`src/rtl/fdio_map.vh`:
```
`ifndef FDIO_MAP_VH
`define FDIO_MAP_VH

// ==========================================================
// variant codes (build option)
`define FDIO_VAR_IO16 2'h0
`define FDIO_VAR_IN32 2'h1
`define FDIO_VAR_OUT32 2'h2

// ==========================================================
// process image layout
`define FDIO_SUB_W 8
`define FDIO_SUB_N 4
`define FDIO_IMG_W 32
`define FDIO_CH_N 32
`define FDIO_OBJ_IN 16'h6000
`define FDIO_OBJ_OUT 16'h7000

// ==========================================================
// reset values
`define FDIO_OUT_RST 32'h0000_0000
`define FDIO_IN_RST 32'h0000_0000
`define FDIO_BYTE_ZERO 8'h00
`define FDIO_SYNC_RST 32'h0000_0000

`endif

```
`src/rtl/fdio_image.v`:
```
`timescale 1ns/100ps

// Behaviour
// - io16: in sub1-2, out sub1-2, rest reserved
// - in32: four input bytes, outputs reserved
// - out32: four output bytes, inputs reserved
// - outputs latched, change only on write
// - link loss keeps last output values
// - inputs sampled together in 8-bit groups
module fdio_image #(
  parameter [1:0] VARIANT = 2'h0
) (
  // clock and reset
  input wire mclk,
  input wire nrst,
  // field pins
  input wire [31:0] in_pins,
  output wire [31:0] out_pins,
  // process data from the slave controller
  input wire out_wr,
  input wire [3:0] out_sub_en,
  input wire [31:0] out_obj,
  input wire link_up,
  // process data to the slave controller
  input wire in_rd,
  output wire [31:0] in_obj,
  output wire in_valid
);

`include "fdio_map.vh"

// ==========================================================
// variant decode
function in_sub_used;
  input [1:0] var_code;
  input [1:0] sub;
  begin
    case (var_code)
      `FDIO_VAR_IO16: in_sub_used = (sub < 2'h2);
      `FDIO_VAR_IN32: in_sub_used = 1'b1;
      default: in_sub_used = 1'b0;
    endcase
  end
endfunction

function out_sub_used;
  input [1:0] var_code;
  input [1:0] sub;
  begin
    case (var_code)
      `FDIO_VAR_IO16: out_sub_used = (sub < 2'h2);
      `FDIO_VAR_OUT32: out_sub_used = 1'b1;
      default: out_sub_used = 1'b0;
    endcase
  end
endfunction

// ==========================================================
// per-variant byte masks
// the masks are constant for a build, so synthesis folds them away
function [3:0] in_used_mask;
  input [1:0] var_code;
  integer k;
  begin
    in_used_mask = 4'h0;
    for (k = 0; k < `FDIO_SUB_N; k = k + 1) begin
      in_used_mask[k] = in_sub_used(var_code, k[1:0]);
    end
  end
endfunction

function [3:0] out_used_mask;
  input [1:0] var_code;
  integer k;
  begin
    out_used_mask = 4'h0;
    for (k = 0; k < `FDIO_SUB_N; k = k + 1) begin
      out_used_mask[k] = out_sub_used(var_code, k[1:0]);
    end
  end
endfunction

// one sub-entry lane of a 32-bit object
function [7:0] lane;
  input [31:0] word;
  input [1:0] sub;
  begin
    lane = word[sub*`FDIO_SUB_W +: `FDIO_SUB_W];
  end
endfunction

// ==========================================================
// input sampling
// the pins come from another domain, so nothing reads them before the synchroniser
wire [31:0] pins_s;
wire [3:0] in_used;

assign in_used = in_used_mask(VARIANT);

fdio_sync u_sync (
  .mclk(mclk),
  .nrst(nrst),
  .async_in(in_pins),
  .sync_out(pins_s)
);

reg [31:0] in_q;
reg [31:0] in_d;
reg valid_q;
reg valid_d;
integer i;

// channel n of a group sits at bit n-1 of its byte, so a pin index maps straight through
// reserved bytes are zeroed before storage, so the held image is always legal
always @* begin
  in_d = `FDIO_IN_RST;
  for (i = 0; i < `FDIO_SUB_N; i = i + 1) begin
    if (in_used[i]) begin
      in_d[i*`FDIO_SUB_W +: `FDIO_SUB_W] = lane(pins_s, i[1:0]);
    end else begin
      in_d[i*`FDIO_SUB_W +: `FDIO_SUB_W] = `FDIO_BYTE_ZERO;
    end
  end
end

// whole image captured in one edge so a group never tears
always @(posedge mclk or negedge nrst) begin
  if (!nrst) begin
    in_q <= `FDIO_IN_RST;
  end else begin
    if (in_rd) begin
      in_q <= in_d;
    end
  end
end

// valid follows the request by one edge; a held request gives a held valid
always @* begin
  valid_d = in_rd;
end

always @(posedge mclk or negedge nrst) begin
  if (!nrst) begin
    valid_q <= 1'b0;
  end else begin
    valid_q <= valid_d;
  end
end

assign in_obj = in_q;
assign in_valid = valid_q;

// ==========================================================
// output latch
reg [31:0] out_q;
reg [31:0] out_d;
wire [3:0] out_used;
wire [3:0] wr_bytes;
integer j;

assign out_used = out_used_mask(VARIANT);

// a byte is taken only with the strobe, its own enable and a used slot;
// anything else on the bus leaves the latch alone
assign wr_bytes = {`FDIO_SUB_N{out_wr}} & out_sub_en & out_used;

// link_up is deliberately not used here: losing the link must freeze the outputs
always @* begin
  out_d = out_q;
  for (j = 0; j < `FDIO_SUB_N; j = j + 1) begin
    if (wr_bytes[j]) begin
      out_d[j*`FDIO_SUB_W +: `FDIO_SUB_W] = lane(out_obj, j[1:0]);
    end
  end
end

always @(posedge mclk or negedge nrst) begin
  if (!nrst) begin
    out_q <= `FDIO_OUT_RST;
  end else begin
    out_q <= out_d;
  end
end

// ==========================================================
// link status
// the link flag is accepted only to keep the port set complete; the outputs
// keep their last written value whatever it does, so a lost master cannot
// drop a running load. the limitation is that no safe state is ever applied
// here: a user who needs one must write it before the link goes.

assign out_pins = out_q;

endmodule

```
`src/rtl/fdio_sync.v`:
```
`timescale 1ns/100ps

// ==========================================================
// two-stage synchroniser for the input pins
module fdio_sync (
  // clock and reset
  input wire mclk,
  input wire nrst,
  // data
  input wire [31:0] async_in,
  output wire [31:0] sync_out
);

`include "fdio_map.vh"

reg [31:0] meta_q;
reg [31:0] sync_q;

always @(posedge mclk or negedge nrst) begin
  if (!nrst) begin
    meta_q <= `FDIO_SYNC_RST;
    sync_q <= `FDIO_SYNC_RST;
  end else begin
    meta_q <= async_in;
    sync_q <= meta_q;
  end
end

assign sync_out = sync_q;

endmodule

```
`config.mk`:
```
export PLATFORM = sky130hd
export DESIGN_NAME = fdio_image
export DESIGN_NICKNAME = d
export VERILOG_FILES = /design/src/rtl/fdio_image.v /design/src/rtl/fdio_sync.v
export VERILOG_INCLUDE_DIRS = /design/src /design/src/rtl
export SDC_FILE = /design/constraint.sdc
export NUM_CORES = 1
export LEC_CHECK = 0
export BUFFER_PORTS_ARGS = -buffer_cell sky130_fd_sc_hd__buf_2
export CORE_ASPECT_RATIO = 0.6
export CORE_MARGIN = 2
export CORE_UTILIZATION = 51
export CTS_CLUSTER_DIAMETER = 150
export CTS_CLUSTER_SIZE = 25
export DETAILED_ROUTE_END_ITERATION = 8
export HOLD_SLACK_MARGIN = 0.03
export PLACE_DENSITY = 0.85
export SYNTH_ARGS = -nofsm -noshare
export SYNTH_HDL_FRONTEND = slang
export SYNTH_HIERARCHICAL = 1
export SYNTH_SLANG_ARGS = --single-unit
```
`constraint.sdc`:
```
create_clock -name mclk -period 1.6 [get_ports mclk]
set_input_delay 0.32 -clock mclk [delete_from_list [all_inputs] [get_ports mclk]]
set_output_delay 0.32 -clock mclk [all_outputs]
set_load 0.02 [all_outputs]
```
==> results.md, run 1 <==
- The flow ran to the end, and the final reports show no timing, DRC or antenna violations.
- The global routing stage identified its most utilized layer as met2.
- The count of endpoints failing hold in the final timing report is 0.
- The number of global-route vias before repair is 1207.
- On the final layout, the worst clock skew is 0.006768 ns.
- For this configuration, the core starts out at a cell density of 54.61%.
- Setup repair after global routing left no endpoint under its margin.
- The reg2reg setup slack is 0.84 ns.
- The final wirelength is 3567 microns.
- Summed over all cells, the static leakage comes to 1.430 nW.
- In this run the critical register-to-register path is captured at in_obj[12].
- Using the TritonRoute via totals, the vias-per-cell ratio works out to 4.246.
- The final-stage net count is 288.
- The average cell area after synthesis is 17.26 sq um.
- Once detail routing completed, the nets flagged for antenna violations numbered 0.
- The worst-skew pair later-pin latency is 0.32 ns.
- The depth of the worst register-to-register path is 1.
- The final weighted congestion in routability-driven placement is 0.7134.
- The kind of cell adding the most delay to the critical path is flip-flops.
- The vertical die dimension is 56.16 microns.
- The slowest stage of the critical path is the sky130_fd_sc_hd__dfrtp_1 cell.
- The share of total power consumed by net switching is 24.81%.
- The post-route fraction of the period consumed by the critical path is 74.21%.
- 138 I/O pins were placed.
- The worst setup path endpoint is in_obj[13].
- The total number of vias is 1189.
- The die covers 5106 sq um.
- The reported net switching power is 945.5 uW.
- Entering global routing, the biggest net connects 43 pins.
- In the global route stage, met3 resource usage came out at 9.079%.
- The total routing usage reported by global routing is 15.51%.
- After clock tree synthesis, the clock-pin slew on the worst setup and hold paths is 0.07 ns.
- The cell area after synthesis is 2312 sq um.
- The critical path in this run is classified as register to output pin.
- The cell area after layout is 2819 sq um.
- At the worst endpoint, the arrival time is 0.87 ns.
- The critical path starts at in_obj[13].
- The floorplan step defined a core boundary enclosing 4234 sq um.
- The total number of placement rows is 18.
- Fill cells in the final layout number 338.
- The launching element type of the critical path is a register.
- The DRC violation count after routing is 0.
- The fraction of met2 tracks used by global routing is 23.60%.
- The number of antenna violations at the first check in global routing is 0.
- The tree is rooted in a sky130_fd_sc_hd__clkbuf_8.
- Cells with a size suffix above 1 make up 54.55% of the layout.
- The internal portion of the total power is 2.866 mW.
- Traced cell by cell, the critical path runs through buf_2.
- The power density of the placed cells is 1352 nW/um^2.
- Yosys printed 6 warnings.
- The first TritonRoute pass finished after 2 iterations.
- The HPWL after detailed placement is 2707 microns.
- The combinational fraction of design power is 13.9%.
- Along the worst path, the maximum fanout reaches 2.
- The utilization after layout is 66.58%.
- The detailed-route wire length per cell is 12.74 microns.
- Across the VDD grid, the largest voltage drop is 1.088 mV.
- The residual overflow from global routing is 0.
- The first global-routing pass estimated 5837 microns of wire.
- The worst-case clock buffer depth is 2.
- In this run the critical register-to-register path is launched from in_obj[12].
- TritonCTS created 9 clock buffers.
- The number of buffers and inverters on the critical path is 1.
- The final total power is 3.812 mW.
- The synthesized instance count is 134.
- In this run the cell area measured after placement is 2597 sq um.
- The die outline width is 90.93 microns.
- The port buffer count is 70.
- For this block, the initial DRC count from the detailed router was 16.
- TritonCTS built the clock tree.
- The clock network fraction of design power is 37.7%.
- The H-tree was split into 3 levels.
- The worst hold path belongs to the class input pin to register.
- In this run, flip-flops and latches consume 48.4% of the power.
- The total negative slack for setup checks is 0 ns.
- The element type at the critical path end is an output pin.
- Static timing analysis puts the maximum clock frequency at 842.2 MHz.
- Data on the critical path is required at its endpoint by 1.28 ns.
- In this run the number of cells on the critical path is 1.
- The biggest cell delay along the critical path is 0.39 ns.
- The area growth from synthesis to layout is 21.92%.
- The antenna cell count is 0.
- The global routing met1 resource utilization is 18.54%.
- The clock period minus worst slack is 1.187 ns.
- The max-slew violation total from the final report was 0.
- Setup violations remaining at the end of the flow were counted as 0.
- CTS saw 65 sinks.
- The max capacitance violation total is 0.
## repair_timing
| item | 4_1_cts | 5_1_grt |
|---|---|---|
| setup buffers | 0 | 0 |
| hold buffers | 1 | 0 |
| endpoints found under the hold margin | 23 | 0 |
| gates resized for setup | 0 | 0 |
## area by class of cell
type                            count  area, sq um  share of cell area, %
Clock buffer                       11        131.4                  4.660
Sequential cell                    65         1627                  57.70
Multi-Input combinational cell     66        530.5                  18.82
Clock inverter                      5        80.08                  2.841
Tap cell                           60        75.07                  2.663
Timing Repair Buffer               73        375.4                  13.32
## metrics by stage
step | std cells | hold slack, ns | worst slack, ns
5_1_grt | 280 | 0.06382 | 0.3554
3_3_place_gp | 263 | 0.3208 | 0.3780
4_1_cts | 280 | 0.07955 | 0.3806
3_5_place_dp | 263 | 0.3347 | 0.3459
2_1_floorplan | 165 | 0.02441 | 0.6184
6_report | 280 | 0.1008 | 0.4126
## worst min-delay path by stage
stage,startpoint,depth (start not counted),to,slack [ns]
final,in_pins[15],1,u_sync/meta_q[15],0.10
after global routing,in_pins[4],1,u_sync/meta_q[4],0.06
after CTS,in_pins[15],1,u_sync/meta_q[15],0.08
after detailed placement,u_sync/meta_q[9],0,u_sync/sync_out[9],0.33
after global placement,nrst,2,u_sync/sync_out[15],0.32
after floorplan,nrst,0,in_obj[0],0.02
## layout by cell type, fill, tap and decap left out, types with 2 or more instances in the layout
master,instances
sky130_fd_sc_hd__nand2_2,2
sky130_fd_sc_hd__bufinv_16,2
sky130_fd_sc_hd__mux2_4,10
sky130_fd_sc_hd__clkinvlp_4,2
sky130_fd_sc_hd__conb_1,32
sky130_fd_sc_hd__dfrtp_1,65
sky130_fd_sc_hd__mux2_2,22
sky130_fd_sc_hd__clkbuf_8,9
sky130_fd_sc_hd__clkbuf_1,2
sky130_fd_sc_hd__buf_4,2
sky130_fd_sc_hd__buf_2,70
## sequential cells by signal, summed over array words and instances (netlist names)
name and flops:
in_obj 16, out_pins 16, u_sync/meta_q 16, u_sync/sync_out 16, in_valid 1
## power groups by stage
stage | sequential [mW] | clock, mW | combinational (mW)
4_1_cts | 1.85 | 1.50 | 0.537
2_1_floorplan | 2.00 | 0 | 0.262
5_1_grt | 1.86 | 1.60 | 0.568
6_report | 1.84 | 1.44 | 0.529
3_3_place_gp | 1.87 | 0 | 0.523
3_5_place_dp | 1.88 | 0 | 0.534
## routing by layer
| layer | vias to the layer above | wire length [microns] | part of all wire, % |
|---|---|---|---|
| met1 | 587 | 1450 | 41 |
| li1 | 538 | - | - |
| met5 | - | 0 | 0 |
| met3 | 4 | 339 | 9.5 |
| met4 | 0 | 24 | 0.67 |
| met2 | 60 | 1751 | 49 |
Note: power is estimated with default switching activity, not from simulation.
==> inputs of run 2 (changes only) <==
- CORE_UTILIZATION: 51 -> 47
- PLACE_DENSITY: 0.85 -> 0.8
- clock period: 1.6 -> 1.2 ns (I/O delays scaled with it)
==> results.md, run 2 (synthesis gave the netlist of run 1 again) <==
- The CTS buffer count is 9.
- The top-level port count is 138.
- STA classifies the critical path endpoint as an output pin.
- The area of the core is 4659 sq um.
- For this configuration, the core starts out at a cell density of 49.62%.
- The fraction of layout instances using a drive strength above 1 is 51.27%.
- The top cell types in the final layout, fill and taps aside, are sky130_fd_sc_hd__buf_2 (70), sky130_fd_sc_hd__dfrtp_1 (65), sky130_fd_sc_hd__conb_1 (32).
- The required time of the critical path is 0.96 ns.
- The number of antenna violations at the first check in global routing came to 0.
- The DRC violation count after routing is 0.
- The placement-stage cell area is 2634 sq um.
- Entering global routing, the biggest net connects 41 pins.
- The post-route fraction of the period consumed by the critical path is 93.25%.
- The worst path needs 1.119 ns of the cycle, external delays included.
- In this run the number of cells on the critical path is 1.
- The run finished with clean final reports.
- The detailed-route wire length per cell is 13.23 microns.
- The DRC marker count from the first detailed-route iteration is 17.
- The total routing usage reported by global routing is 15.75%.
- The worst-case clock buffer depth is 2.
- Data on the critical path arrives at its endpoint at 0.88 ns.
- In this run the worst hold path is classified as input pin to register.
- The largest fanout on the critical path is 2.
- The startpoint identified for the worst register-to-register timing path is out_pins[0].
- At the end of routability-driven placement, the weighted congestion stood at 0.6612.
- Across all layers, the routed design uses 1248 vias.
- The critical path goes through buf_2.
- STA classifies the critical path startpoint as a register.
- The number of global-route vias before repair is 1277.
- The most common library cell in the layout ignoring fill and taps is sky130_fd_sc_hd__buf_2.
- The reg2reg setup slack is 0.42 ns.
- The TritonCTS sink count is 65.
- Across the VDD grid, the largest voltage drop is 1.044 mV.
- The count of fill cells added during filler insertion is 350.
- The tightest hold path in the finished design has a slack of 0.1434 ns.
- The via-per-instance ratio is 4.174.
- The count of endpoints failing hold in the final timing report is 0.
- The static leakage is 1.514 nW.
- The max-slew violation total from the final report was 0.
- Detailed placement finished with a half-perimeter wire length of 2745 microns.
- The endpoint identified for the worst register-to-register timing path is out_pins[0].
- The highest clock rate is 893.6 MHz.
- The biggest cell delay along the critical path is 0.39 ns.
- The port buffer count is 70.
- The kind of cell adding the most delay to the critical path is flip-flops.
- The antenna cell count is 0.
- In this run the power density over the cells is 1675 nW/um^2.
- The vertical die dimension is 58.33 microns.
- The floorplan step defined a die boundary enclosing 5515 sq um.
- The clock tree synthesis step divided the H-tree into 3 levels.
- The area overhead of the layout relative to synthesis is 29.71%.
- The class of the most critical setup path is register to output pin.
- Summing all non-filler instances in the final layout gives an area of 2999 sq um.
- Setup repair after global routing left no endpoint under its margin.
- The final count of negative-setup-slack endpoints is 0.
- At the later pin of the worst-skew pair, clock insertion delay measures 0.32 ns.
- In this run the core area contains 19 standard-cell rows.
- The net count of the finished layout is 305.
- The die outline width is 94.55 microns.
- The first detailed-routing pass took 4 iterations.
- After detailed routing, the total wire length is 3956 microns.
- The worst register-to-register path has a depth of 1.
- The first-pass GRT wire length is 6216 microns.
- The start point of the critical path is out_pins[0].
- The cell sitting at the root of the clock tree is a sky130_fd_sc_hd__clkbuf_8.
- The total negative slack for setup checks is 0 ns.
- Post-CTS repair changed the size of 0 cells.
- Global routing finished with a remaining overflow of 0.
- Across the run, the number of max-cap violations was 0.
- The cell at the slowest stage of the critical path is sky130_fd_sc_hd__dfrtp_1.
- The combined buffer and inverter count along the critical path is 1.
- The worst setup path endpoint is out_pins[0].
- The largest clock skew in the final design is 0.006800 ns.
- Clock-pin slew was measured on the worst setup and hold paths at 0.07 ns.
- The worst hold path was traced through 2 stages.
- The TritonCTS clock tree is built.
- The remaining number of nets flagged by the antenna check after routing is 0.
- The final total power is 5.023 mW.
run 2: cell count changes in the layout (fill, tap and decap cells not counted), moves of 2 or more:
| cell | change |
|---|---|
| sky130_fd_sc_hd__clkbuf_8 | +2 |
| sky130_fd_sc_hd__dlygate4sd3_1 | +16 |
| sky130_fd_sc_hd__buf_12 | +2 |
| sky130_fd_sc_hd__clkinvlp_4 | -2 |
run 2: cell type report:
class                      count  area (sq um)  area share (%)
multi-input combinational     66         530.5           17.69
timing repair buffer          90         568.0           18.94
clock buffer                  12         155.1           5.173
sequential                    65          1627           54.23
clock inverter                 3         40.04           1.335
tap                           63         78.83           2.628
run 2: power by group:
| group | switching [mW] | internal (mW) |
|---|---|---|
| logic | 0.445 | 0.318 |
| clock network | 0.740 | 1.06 |
| registers | 0.0825 | 2.38 |
| total | 1.27 | 3.76 |
run 2: metal layers:
metal | part of all wire, % | GRT usage, % | vias to the layer above
met5 | 0 | 0 | -
met4 | 1.0 | 7.453 | 0
met3 | 8.7 | 6.786 | 4
met2 | 50 | 26.02 | 57
met1 | 40 | 18.05 | 618
li1 | - | - | 569
run 2: how the worst min path moves through the flow:
| stage | from | to |
|---|---|---|
| final | out_obj[3] | out_pins[3] |
| after global routing | out_obj[3] | out_pins[3] |
| after CTS | out_obj[3] | out_pins[3] |
| after detailed placement | nrst | u_sync/sync_out[0] |
| after global placement | nrst | in_obj[3] |
| after floorplan | nrst | in_obj[0] |
run 2: stage by stage:
stage	std cells	utilization (%)	setup WS, ns
after floorplan	165	-	0.2984
after global placement	267	56.53	0.1821
after detailed placement	267	56.53	0.1678
after CTS	299	64.37	0.06268
after global routing	299	64.37	0.04474
final	299	64.37	0.08095
run 2: timing repair:
item                                   in CTS  in global routing
buffers inserted                            0                  0
hold buffers                               17                  0
endpoints found under the hold margin      81                  0
